===== src/cgl_pkg.sv =====
/*
 * cgl_pkg: constants and types for the camera gpio line control block.
 * assumes a 100 MHz core clock and a plain byte-addressed register port.
 */
package cgl_pkg;
	localparam int unsigned CLK_MHZ = 100;
	localparam int unsigned CYC_PER_US = CLK_MHZ;
	localparam int unsigned LINES = 4;
	// register byte offsets
	localparam logic [7:0] REG_PIN_INDEX_PICK = 8'h00;
	localparam logic [7:0] REG_PIN_DIR = 8'h04;
	localparam logic [7:0] REG_PIN_POLARITY_FLIP = 8'h08;
	localparam logic [7:0] REG_PIN_LEVEL_NOW = 8'h0c;
	localparam logic [7:0] REG_LINE_LEVELS_SNAPSHOT = 8'h10;
	localparam logic [7:0] REG_PIN_FILTER_KIND_PICK = 8'h14;
	localparam logic [7:0] REG_PIN_FILTER_SPAN_US = 8'h18;
	localparam logic [7:0] REG_PIN_DRIVE_ORIGIN = 8'h1c;
	localparam logic [7:0] REG_SOFT_BIT_PICK = 8'h20;
	localparam logic [7:0] REG_SOFT_BIT_LEVEL = 8'h24;
	localparam logic [7:0] REG_USER_OUTPUT_WORD = 8'h28;
	localparam logic [7:0] REG_PIN_CIRCUIT_TYPE = 8'h2c;
	localparam logic [7:0] REG_AUX_RAIL_SWITCH = 8'h30;
	// field positions and widths
	localparam int unsigned SPAN_W = 16;
	localparam int unsigned CNT_W = 24;
	localparam int unsigned DIR_OUT_BIT = 0;
	// reset values
	localparam logic [31:0] RD_IDLE = 32'h0000_0000;
	// filter kinds
	localparam logic FILT_DEGLITCH = 1'b0;
	localparam logic FILT_DEBOUNCE = 1'b1;
	// circuit types reported per line
	localparam logic [1:0] FMT_TRI_STATE = 2'h0;
	localparam logic [1:0] FMT_OPTO = 2'h1;
	localparam logic [1:0] FMT_OPEN_DRAIN = 2'h2;

	// drive origin codes
	typedef enum logic [3:0] {
		SRC_LINE0 = 4'h0,
		SRC_LINE1 = 4'h1,
		SRC_LINE2 = 4'h2,
		SRC_LINE3 = 4'h3,
		SRC_USER0 = 4'h4,
		SRC_USER1 = 4'h5,
		SRC_USER2 = 4'h6,
		SRC_USER3 = 4'h7,
		SRC_CTR0 = 4'h8,
		SRC_CTR1 = 4'h9,
		SRC_LB0 = 4'ha,
		SRC_LB1 = 4'hb,
		SRC_EXPOSE = 4'hc,
		SRC_FTW = 4'hd
	} cgl_src_e;

	// internal camera signals offered to the lines
	typedef struct packed {
		logic [1:0] counter_active;
		logic [1:0] logic_block;
		logic exposure_active;
		logic frame_trig_wait;
	} cgl_cam_s;

	// whole state of the block
	typedef struct packed {
		logic [1:0] sel;
		logic [3:0] dir;
		logic [3:0] inv;
		logic fkind;
		logic [3:0][SPAN_W-1:0] span_dg;
		logic [3:0][SPAN_W-1:0] span_db;
		logic [3:0][3:0] origin;
		logic [1:0] ubit;
		logic [3:0] user;
		logic [3:0] aux;
		logic [3:0] s1;
		logic [3:0] s2;
		logic [3:0] dg;
		logic [3:0][CNT_W-1:0] dg_cnt;
		logic [3:0] db;
		logic [3:0][CNT_W-1:0] db_cnt;
		logic [3:0] oe;
		logic [3:0] pout;
		logic [31:0] rdata;
	} cgl_state_s;
endpackage : cgl_pkg


===== src/cgl_line_ctrl.sv =====
/*
 * cgl_line_ctrl: four general-purpose lines with direction, inversion,
 * deglitch and debounce input filters, output source select and user bits.
 * assumes asynchronous line inputs, a 100 MHz clock, and an external
 * pull-up on every line since the pins are open-drain.
 */
`timescale 1ns/1ps

// Overview of operation
// four lines; a line pick selects which line each per-line setting touches
// per-line direction makes the picked line an input or an output
// per-line polarity flip inverts that line's signal path
// level read returns the picked line's present level, 1 high, 0 low
// software must not treat polled levels as real-time signal observation
// snapshot word holds every line level, line n in bit n
// every line has its own deglitch and debounce filter, picked by kind
// picked filter span on picked line is programmable in microseconds
// deglitch accepts a new state only after it held the full span
// debounce passes first edge at once, then ignores changes for span
// deglitch output feeds the debounce stage
// per-line drive origin picks the line's source, only while an output
// sources are loopback, user bits, counters, logic blocks, exposure, trigger wait
// trigger-wait source is high while a frame-start trigger is accepted
// soft bit pick chooses a user bit; soft bit level sets it
// user output word maps user output n to bit n
// user output word writes and reads all user bits at once
// read-only circuit type reports tri-state, opto-isolated or open-drain
// open-drain lines only pull low; outside pull-up makes a high
// each line may be input or output and is not isolated
// inputs synchronised before filtering; spans converted to clock cycles
module cgl_line_ctrl (
	input wire logic core_clk,
	input wire logic rst,
	input wire logic [7:0] addr,
	input wire logic [31:0] wr_data,
	input wire logic wr_en,
	input wire logic rd_en,
	output logic [31:0] rd_data,
	input wire logic [3:0] line_in,
	output logic [3:0] line_out,
	output logic [3:0] line_oe,
	output logic [3:0] aux_rail_en,
	input wire cgl_pkg::cgl_cam_s cam
);

	cgl_pkg::cgl_state_s s_q;
	cgl_pkg::cgl_state_s s_d;
	logic [3:0] in_lvl;
	logic [3:0] drv;
	logic [3:0] lev;

	// span in microseconds to a whole count of clock cycles
	function automatic logic [cgl_pkg::CNT_W-1:0] span_cycles(
		input logic [cgl_pkg::SPAN_W-1:0] us
	);
		logic [cgl_pkg::CNT_W-1:0] mul;
		mul = cgl_pkg::CNT_W'(cgl_pkg::CYC_PER_US);
		return cgl_pkg::CNT_W'(us) * mul;
	endfunction : span_cycles

	// source multiplexer for one line
	function automatic logic pick_source(
		input logic [3:0] code,
		input logic [3:0] lines,
		input logic [3:0] user,
		input cgl_pkg::cgl_cam_s c
	);
		logic v;
		v = 1'b0;
		case (cgl_pkg::cgl_src_e'(code))
			cgl_pkg::SRC_LINE0: v = lines[0];
			cgl_pkg::SRC_LINE1: v = lines[1];
			cgl_pkg::SRC_LINE2: v = lines[2];
			cgl_pkg::SRC_LINE3: v = lines[3];
			cgl_pkg::SRC_USER0: v = user[0];
			cgl_pkg::SRC_USER1: v = user[1];
			cgl_pkg::SRC_USER2: v = user[2];
			cgl_pkg::SRC_USER3: v = user[3];
			cgl_pkg::SRC_CTR0: v = c.counter_active[0];
			cgl_pkg::SRC_CTR1: v = c.counter_active[1];
			cgl_pkg::SRC_LB0: v = c.logic_block[0];
			cgl_pkg::SRC_LB1: v = c.logic_block[1];
			cgl_pkg::SRC_EXPOSE: v = c.exposure_active;
			cgl_pkg::SRC_FTW: v = c.frame_trig_wait;
			default: v = 1'b0;
		endcase
		return v;
	endfunction : pick_source

	// logical levels: filtered input after polarity, or the driven value
	always_comb begin
		in_lvl = s_q.db ^ s_q.inv;
		for (int n = 0; n < 4; n++) begin
			drv[n] = pick_source(s_q.origin[n], in_lvl, s_q.user, cam) ^ s_q.inv[n];
		end
		lev = (s_q.dir & drv) | (~s_q.dir & in_lvl);
	end

	// next state: register port, filters and pin drive
	always_comb begin
		s_d = s_q;
		s_d.rdata = cgl_pkg::RD_IDLE;
		// two-flop synchroniser, first stage feeds only the second
		s_d.s1 = line_in;
		s_d.s2 = s_q.s1;
		for (int n = 0; n < 4; n++) begin
			// deglitch: new state must hold for the full span
			if (s_q.s2[n] == s_q.dg[n]) begin
				s_d.dg_cnt[n] = '0;
			end else if (s_q.dg_cnt[n] + 1'b1 >= span_cycles(s_q.span_dg[n])) begin
				s_d.dg[n] = s_q.s2[n];
				s_d.dg_cnt[n] = '0;
			end else begin
				s_d.dg_cnt[n] = s_q.dg_cnt[n] + 1'b1;
			end
			// debounce on the deglitched signal: first edge passes, then lockout
			if (s_q.db_cnt[n] != '0) begin
				s_d.db_cnt[n] = s_q.db_cnt[n] - 1'b1;
			end else if (s_q.dg[n] != s_q.db[n]) begin
				s_d.db[n] = s_q.dg[n];
				s_d.db_cnt[n] = span_cycles(s_q.span_db[n]);
			end
			// open drain: enable only to pull low, and only as an output
			s_d.oe[n] = s_q.dir[n] & ~drv[n];
		end
		s_d.pout = '0;
		// register writes, per-line fields go to the picked line
		if (wr_en) begin
			case (addr)
				cgl_pkg::REG_PIN_INDEX_PICK: s_d.sel = wr_data[1:0];
				cgl_pkg::REG_PIN_DIR: s_d.dir[s_q.sel] = wr_data[cgl_pkg::DIR_OUT_BIT];
				cgl_pkg::REG_PIN_POLARITY_FLIP: s_d.inv[s_q.sel] = wr_data[0];
				cgl_pkg::REG_PIN_FILTER_KIND_PICK: s_d.fkind = wr_data[0];
				cgl_pkg::REG_PIN_FILTER_SPAN_US: begin
					if (s_q.fkind == cgl_pkg::FILT_DEBOUNCE) begin
						s_d.span_db[s_q.sel] = wr_data[cgl_pkg::SPAN_W-1:0];
					end else begin
						s_d.span_dg[s_q.sel] = wr_data[cgl_pkg::SPAN_W-1:0];
					end
				end
				cgl_pkg::REG_PIN_DRIVE_ORIGIN: s_d.origin[s_q.sel] = wr_data[3:0];
				cgl_pkg::REG_SOFT_BIT_PICK: s_d.ubit = wr_data[1:0];
				cgl_pkg::REG_SOFT_BIT_LEVEL: s_d.user[s_q.ubit] = wr_data[0];
				cgl_pkg::REG_USER_OUTPUT_WORD: s_d.user = wr_data[3:0];
				cgl_pkg::REG_AUX_RAIL_SWITCH: s_d.aux[s_q.sel] = wr_data[0];
				default: s_d.sel = s_q.sel;
			endcase
		end
		// register reads, data stand in the next cycle only
		if (rd_en) begin
			case (addr)
				cgl_pkg::REG_PIN_INDEX_PICK: s_d.rdata = {30'h0, s_q.sel};
				cgl_pkg::REG_PIN_DIR: s_d.rdata = {31'h0, s_q.dir[s_q.sel]};
				cgl_pkg::REG_PIN_POLARITY_FLIP: s_d.rdata = {31'h0, s_q.inv[s_q.sel]};
				cgl_pkg::REG_PIN_LEVEL_NOW: s_d.rdata = {31'h0, lev[s_q.sel]};
				cgl_pkg::REG_LINE_LEVELS_SNAPSHOT: s_d.rdata = {28'h0, lev};
				cgl_pkg::REG_PIN_FILTER_KIND_PICK: s_d.rdata = {31'h0, s_q.fkind};
				cgl_pkg::REG_PIN_FILTER_SPAN_US: begin
					if (s_q.fkind == cgl_pkg::FILT_DEBOUNCE) begin
						s_d.rdata = {16'h0, s_q.span_db[s_q.sel]};
					end else begin
						s_d.rdata = {16'h0, s_q.span_dg[s_q.sel]};
					end
				end
				cgl_pkg::REG_PIN_DRIVE_ORIGIN: s_d.rdata = {28'h0, s_q.origin[s_q.sel]};
				cgl_pkg::REG_SOFT_BIT_PICK: s_d.rdata = {30'h0, s_q.ubit};
				cgl_pkg::REG_SOFT_BIT_LEVEL: s_d.rdata = {31'h0, s_q.user[s_q.ubit]};
				cgl_pkg::REG_USER_OUTPUT_WORD: s_d.rdata = {28'h0, s_q.user};
				cgl_pkg::REG_PIN_CIRCUIT_TYPE: begin
					// inputs float, outputs are open drain; never opto isolated
					s_d.rdata = {30'h0, s_q.dir[s_q.sel] ? cgl_pkg::FMT_OPEN_DRAIN
						: cgl_pkg::FMT_TRI_STATE};
				end
				cgl_pkg::REG_AUX_RAIL_SWITCH: s_d.rdata = {31'h0, s_q.aux[s_q.sel]};
				default: s_d.rdata = cgl_pkg::RD_IDLE;
			endcase
		end
	end

	// state register
	always_ff @(posedge core_clk or posedge rst) begin
		if (rst) begin
			s_q <= '0;
		end else begin
			s_q <= s_d;
		end
	end

	// outputs straight from flops
	assign rd_data = s_q.rdata;
	assign line_out = s_q.pout;
	assign line_oe = s_q.oe;
	assign aux_rail_en = s_q.aux;
endmodule : cgl_line_ctrl


===== config.mk =====
export PLATFORM = sky130hd
export DESIGN_NAME = cgl_line_ctrl
export DESIGN_NICKNAME = d
export VERILOG_FILES = /design/src/cgl_pkg.sv /design/src/cgl_line_ctrl.sv
export SDC_FILE = /design/constraint.sdc
export NUM_CORES = 2
export LEC_CHECK = 0
export BUFFER_PORTS_ARGS = -buffer_cell sky130_fd_sc_hd__buf_2
export CORE_UTILIZATION = 45
export CTS_CLUSTER_DIAMETER = 60
export DETAILED_ROUTE_END_ITERATION = 7
export SYNTH_ARGS = -nofsm -noshare
export SYNTH_HDL_FRONTEND = slang
export SYNTH_SLANG_ARGS = --single-unit

===== constraint.sdc =====
create_clock -name core_clk -period 16.82 [get_ports core_clk]
set_clock_uncertainty 0.15 [all_clocks]
set_input_delay 1.682 -clock core_clk [delete_from_list [all_inputs] [get_ports core_clk]]
set_output_delay 1.682 -clock core_clk [all_outputs]
set_load 0.03 [all_outputs]

After elaboration in Yosys (flattened, before gate mapping)
Cells that the tools add are included.

Add/subtract/negate cells: 8. $mul: 8. Divide/modulo/power cells: 0. Magnitude comparators: 8. Equal/unequal tests: 72. Shift operators: 0. Multiplexer cells: 56. Bitwise operators: 26. Reduce and logical (&&, ||, !) cells: 34.

Operators with widths (number): $mux 24 (16); $pmux 16 s13 (1); $mul 16x5->21 const B (8); $bwmux 64 (2); $add 24x1->24 const B (4); $eq 4x4->1 const B (24); $ge 24x23->1 (4); $reduce_bool 24->1 (4); $sub 24x1->24 const B (4); $mux 16 (5); $bmux 16 s2 (2); $eq 4x3->1 const B (16); $pmux 1 s14 (4); $eq 8x6->1 const B (5); $demux 16 s2 (1); $eq 4x2->1 const B (8); $eq 8x5->1 const B (4); $reduce_and 2->1 (16); $bwmux 16 (1); $bwmux 4 (4); $eq 4x1->1 const B (4); $eq 8x4->1 const B (2); $logic_not 4->1 (4); $not 1->1 (13); other kinds (23) (56).

Register bits after elaboration: 409. Bits in latches: 0. Memory bits (writable): 0. Memory bits (read-only): 0. Input port bits: 54. Word-level logic and storage cells: 251. Memories kept: 0.

Logic depth before layout (Yosys ltp)
Depth in word-level cells: 9. Mapped depth: 23. Depth with buffers taken out: 22.

Least setup slack after synthesis
OpenSTA, ideal clock, no wires.

Path type: reg-to-reg. From: reg s_q[356] (netlist name). To: reg s_q[170] (netlist name). Library setup time: 0.074 ns. Data arrival time: 4.664 ns. Required time: 16.596 ns. Slack: 11.932 ns. Cell stages (with the launch flop): 20. Path buffers: 1. Clock period less this slack: 4.888 ns. Cells stage by stage: dfrtp_1 -> ha_1 -> ha_1 -> fa_1 -> ha_1 -> nor2b_1 -> o31a_1 -> o41a_1 -> a31o_2 -> o21ai_1 -> xor2_1 -> ha_1 -> and3_1 -> o211a_1 -> a221oi_1 -> a21boi_0 -> o21a_1 -> o211ai_1 -> clkbuf_1 -> nor2b_1.

RTL lines: start: declaration (line cgl_line_ctrl.sv:46) `cgl_pkg::cgl_state_s s_q;`; start signal: assignment (line cgl_line_ctrl.sv:183) `s_q <= '0;`; start signal: assignment (line cgl_line_ctrl.sv:185) `s_q <= s_d;`.

==> flow_metrics.tcl <==
set metrics [dict create \
    drtPass1Iterations 5 \
    overflow 0 \
    required_ns 17.12 \
    timing.fmax_mhz 172 \
    first_global_vias 23863 \
    antenna_found_initial 2 \
    crit_path_start_kind "register" \
    grtUsageTotal_pct 21.4 \
    period_share_pct 34.6 \
    setup_ws_ns 11.00 \
    synth_area_um2 33800 \
    rows 100 \
    yosysWarnings 0 \
    routabilityCongestion 0.883 \
    fin_util_pct 49.5 \
    chipHeight_um 276 \
    synth.area.top_cells "dfrtp_1, ha_1, inv_1, fa_1, xnor2_1" \
    fin_tns_setup_ns 0 \
    io_buffer_count 61 \
    grt_max_degree 162 \
    drt-initial-drc-count 1526 \
    wl_mm 80.5 \
    die-area_um2 76200 \
    dpl_cell_area_um2 34900 \
    ys_seq_area_share_pct 29.1 \
    core_area_um2 74400 \
    synth_top_area_share_pct 29.1 \
    syn_inst 3544 \
    clk_latency_ns 0.61 \
    crit_arrival_ns 6.12 \
    cts_buffers 55 \
    synth_most_common_cell "ha_1" \
    hold_violations 0 \
    path_class "register to register" \
    worst_pin_slew_ns 1.24 \
    grt_pass1_wl_mm 130 \
    root_buffer "clkbuf_16" \
    fin_cells 4594 \
    synth-async-reset-ratio_pct 100 \
    critPathCaptureType "register" \
    rsz0062_at_grt "no" \
    clockBufferDepth 3 \
    cp_max_fo 23 \
    cts.sinks 393 \
    power.total_mw 2.59 \
    synth_cell_type_count 88 \
    synth_common_cells "ha_1, inv_1, dfrtp_1" \
    place_ws_ns 11.07 \
    status "complete, no violations" \
    hp-start "s_d[242]" \
    seqCellArea_um2 9840 \
    multiInputGateArea_um2 21600 \
    ys_ff_latch 393 \
    final_antenna_net_count 0 \
    slew_headroom_pct 16.4 \
    power.density_nw_per_um2 70.3 \
    dp.cells 4491 \
    h-tree-depth 2 \
    clk_pin_slew_ns 0.06 \
    leakage_nw 18.4 \
    via_count 24908 \
    min_period_ns 5.82 \
    initial_core_util_pct 45.4 \
    fin_area_um2 36800 \
    synth_edf_count 0 \
    synthFlopType "dfrtp_1" \
    ios 98 \
    ctsHoldBuffers 0 \
    maxSlewViolCount 0 \
    rr_startpoint "s_q[389]" \
    syn_avg_cell_area_um2 9.54 \
    cts_tree "yes" \
    avgRoutedWirePerCell_um 17.5 \
    area_delta_synth_final_pct 8.93 \
    vdd_drop_max_mv 0.0649 \
    max_cap_viol_count 0 \
    avgViaCountPerCell 5.42 \
    nets 4242 \
    postCtsSetupBuffers 0 \
    cts_resized 0 \
    worstHoldPathCells 0 \
    fill_cells 6936 \
    holdWs_ns 0.195 \
    drive_gt1_share_pct 10.1 \
    critPathLaunch "s_q[389]" \
    synth_top_area_cell "dfrtp_1" \
    reg2reg_depth 18 \
    setup_viol 0 \
    hpwl_mm 62.0 \
    drc_errors 0 \
    min_path_type "register to register" \
    die_w_um 276 \
]
[placed cells by master (no fill, tap or decap), drive strengths merged, types with 26 or more instances in the layout]
master	Yosys	final
a211oi	37	37
a21o	50	50
a21oi	143	143
and3	45	45
buf	62	78
clkbuf	61	74
dfrtp	393	393
fa	88	88
ha	521	521
inv	480	487
mux2	93	93
mux2i	26	26
mux4	52	52
nand2	246	246
nand3	104	104
nor2	176	176
nor2b	97	97
nor3	82	82
o21ai	158	158
o22ai	30	30
xnor2	149	149
xor2	125	125
[routing by layer]
layer	GRT usage, %	part of all wire [%]	up-vias
met5	0	0.031	-
met4	5.84	2.4	4
met3	3.09	4.8	111
met2	32.2	43	441
met1	31.7	50	12025
li1	-	-	12327
[critical path, stage by stage (launching register included)]
cell       delay (ns)
dfrtp_1          0.44
ha_1             0.30
ha_1             0.31
fa_1             0.47
ha_1             0.36
o21ai_0          0.18
o21bai_1         0.10
o311ai_0         0.46
nand3_1          0.14
o311ai_0         0.25
o2111ai_1        0.25
a21oi_1          0.21
xor2_1           0.46
ha_1             0.22
o21a_1           0.12
o21a_1           0.14
o21ai_0          0.15
o21ai_2          0.80
nor2b_1          0.12
[report_power, final]
group	internal, mW	total, mW	switching, mW
Clock	0.736	1.21	0.472
Sequential	1.00	1.06	0.0635
Combinational	0.123	0.314	0.191
Total	1.86	2.59	0.726
[kinds of logic after synthesis]
logic type | share of synthesized area, %
AO/OA/AOI/OAI | 11.3
XOR/XNOR | 7.10
adder cells (fa/ha/maj) | 24.5
buffers and inverters | 7.25
flip-flops | 29.1
multiplexers | 7.33
other | 0.0111
AND/OR/NAND/NOR | 13.4
[worst paths after layout]
path,end,slack (ns)
setup / recovery,s_q[220],11.00
hold / removal,s_q[242],0.20
setup reg to reg,s_q[220],11.00
hold reg to reg,s_q[242],0.20
max in group asynchronous,s_q[266],13.34
min in group asynchronous,s_q[87],1.10
[sequential cells by signal, summed over array words and instances (netlist names)]
name         flops
aux_rail_en      4
rd_data         16
s_d              4
s_q            365
line_oe          4
[cell type report]
cell class / instances / share of cell area, %
Clock buffer: 74 / 4.37
Multi-Input combinational cell: 2571 / 58.7
Tap cell: 969 / 3.29
Sequential cell: 393 / 26.7
Clock inverter: 28 / 0.805
Timing Repair Buffer: 78 / 1.21
Inverter: 480 / 4.91
Antenna cell: 1 / 0.00680
Note: power is estimated with default switching activity, not from simulation.
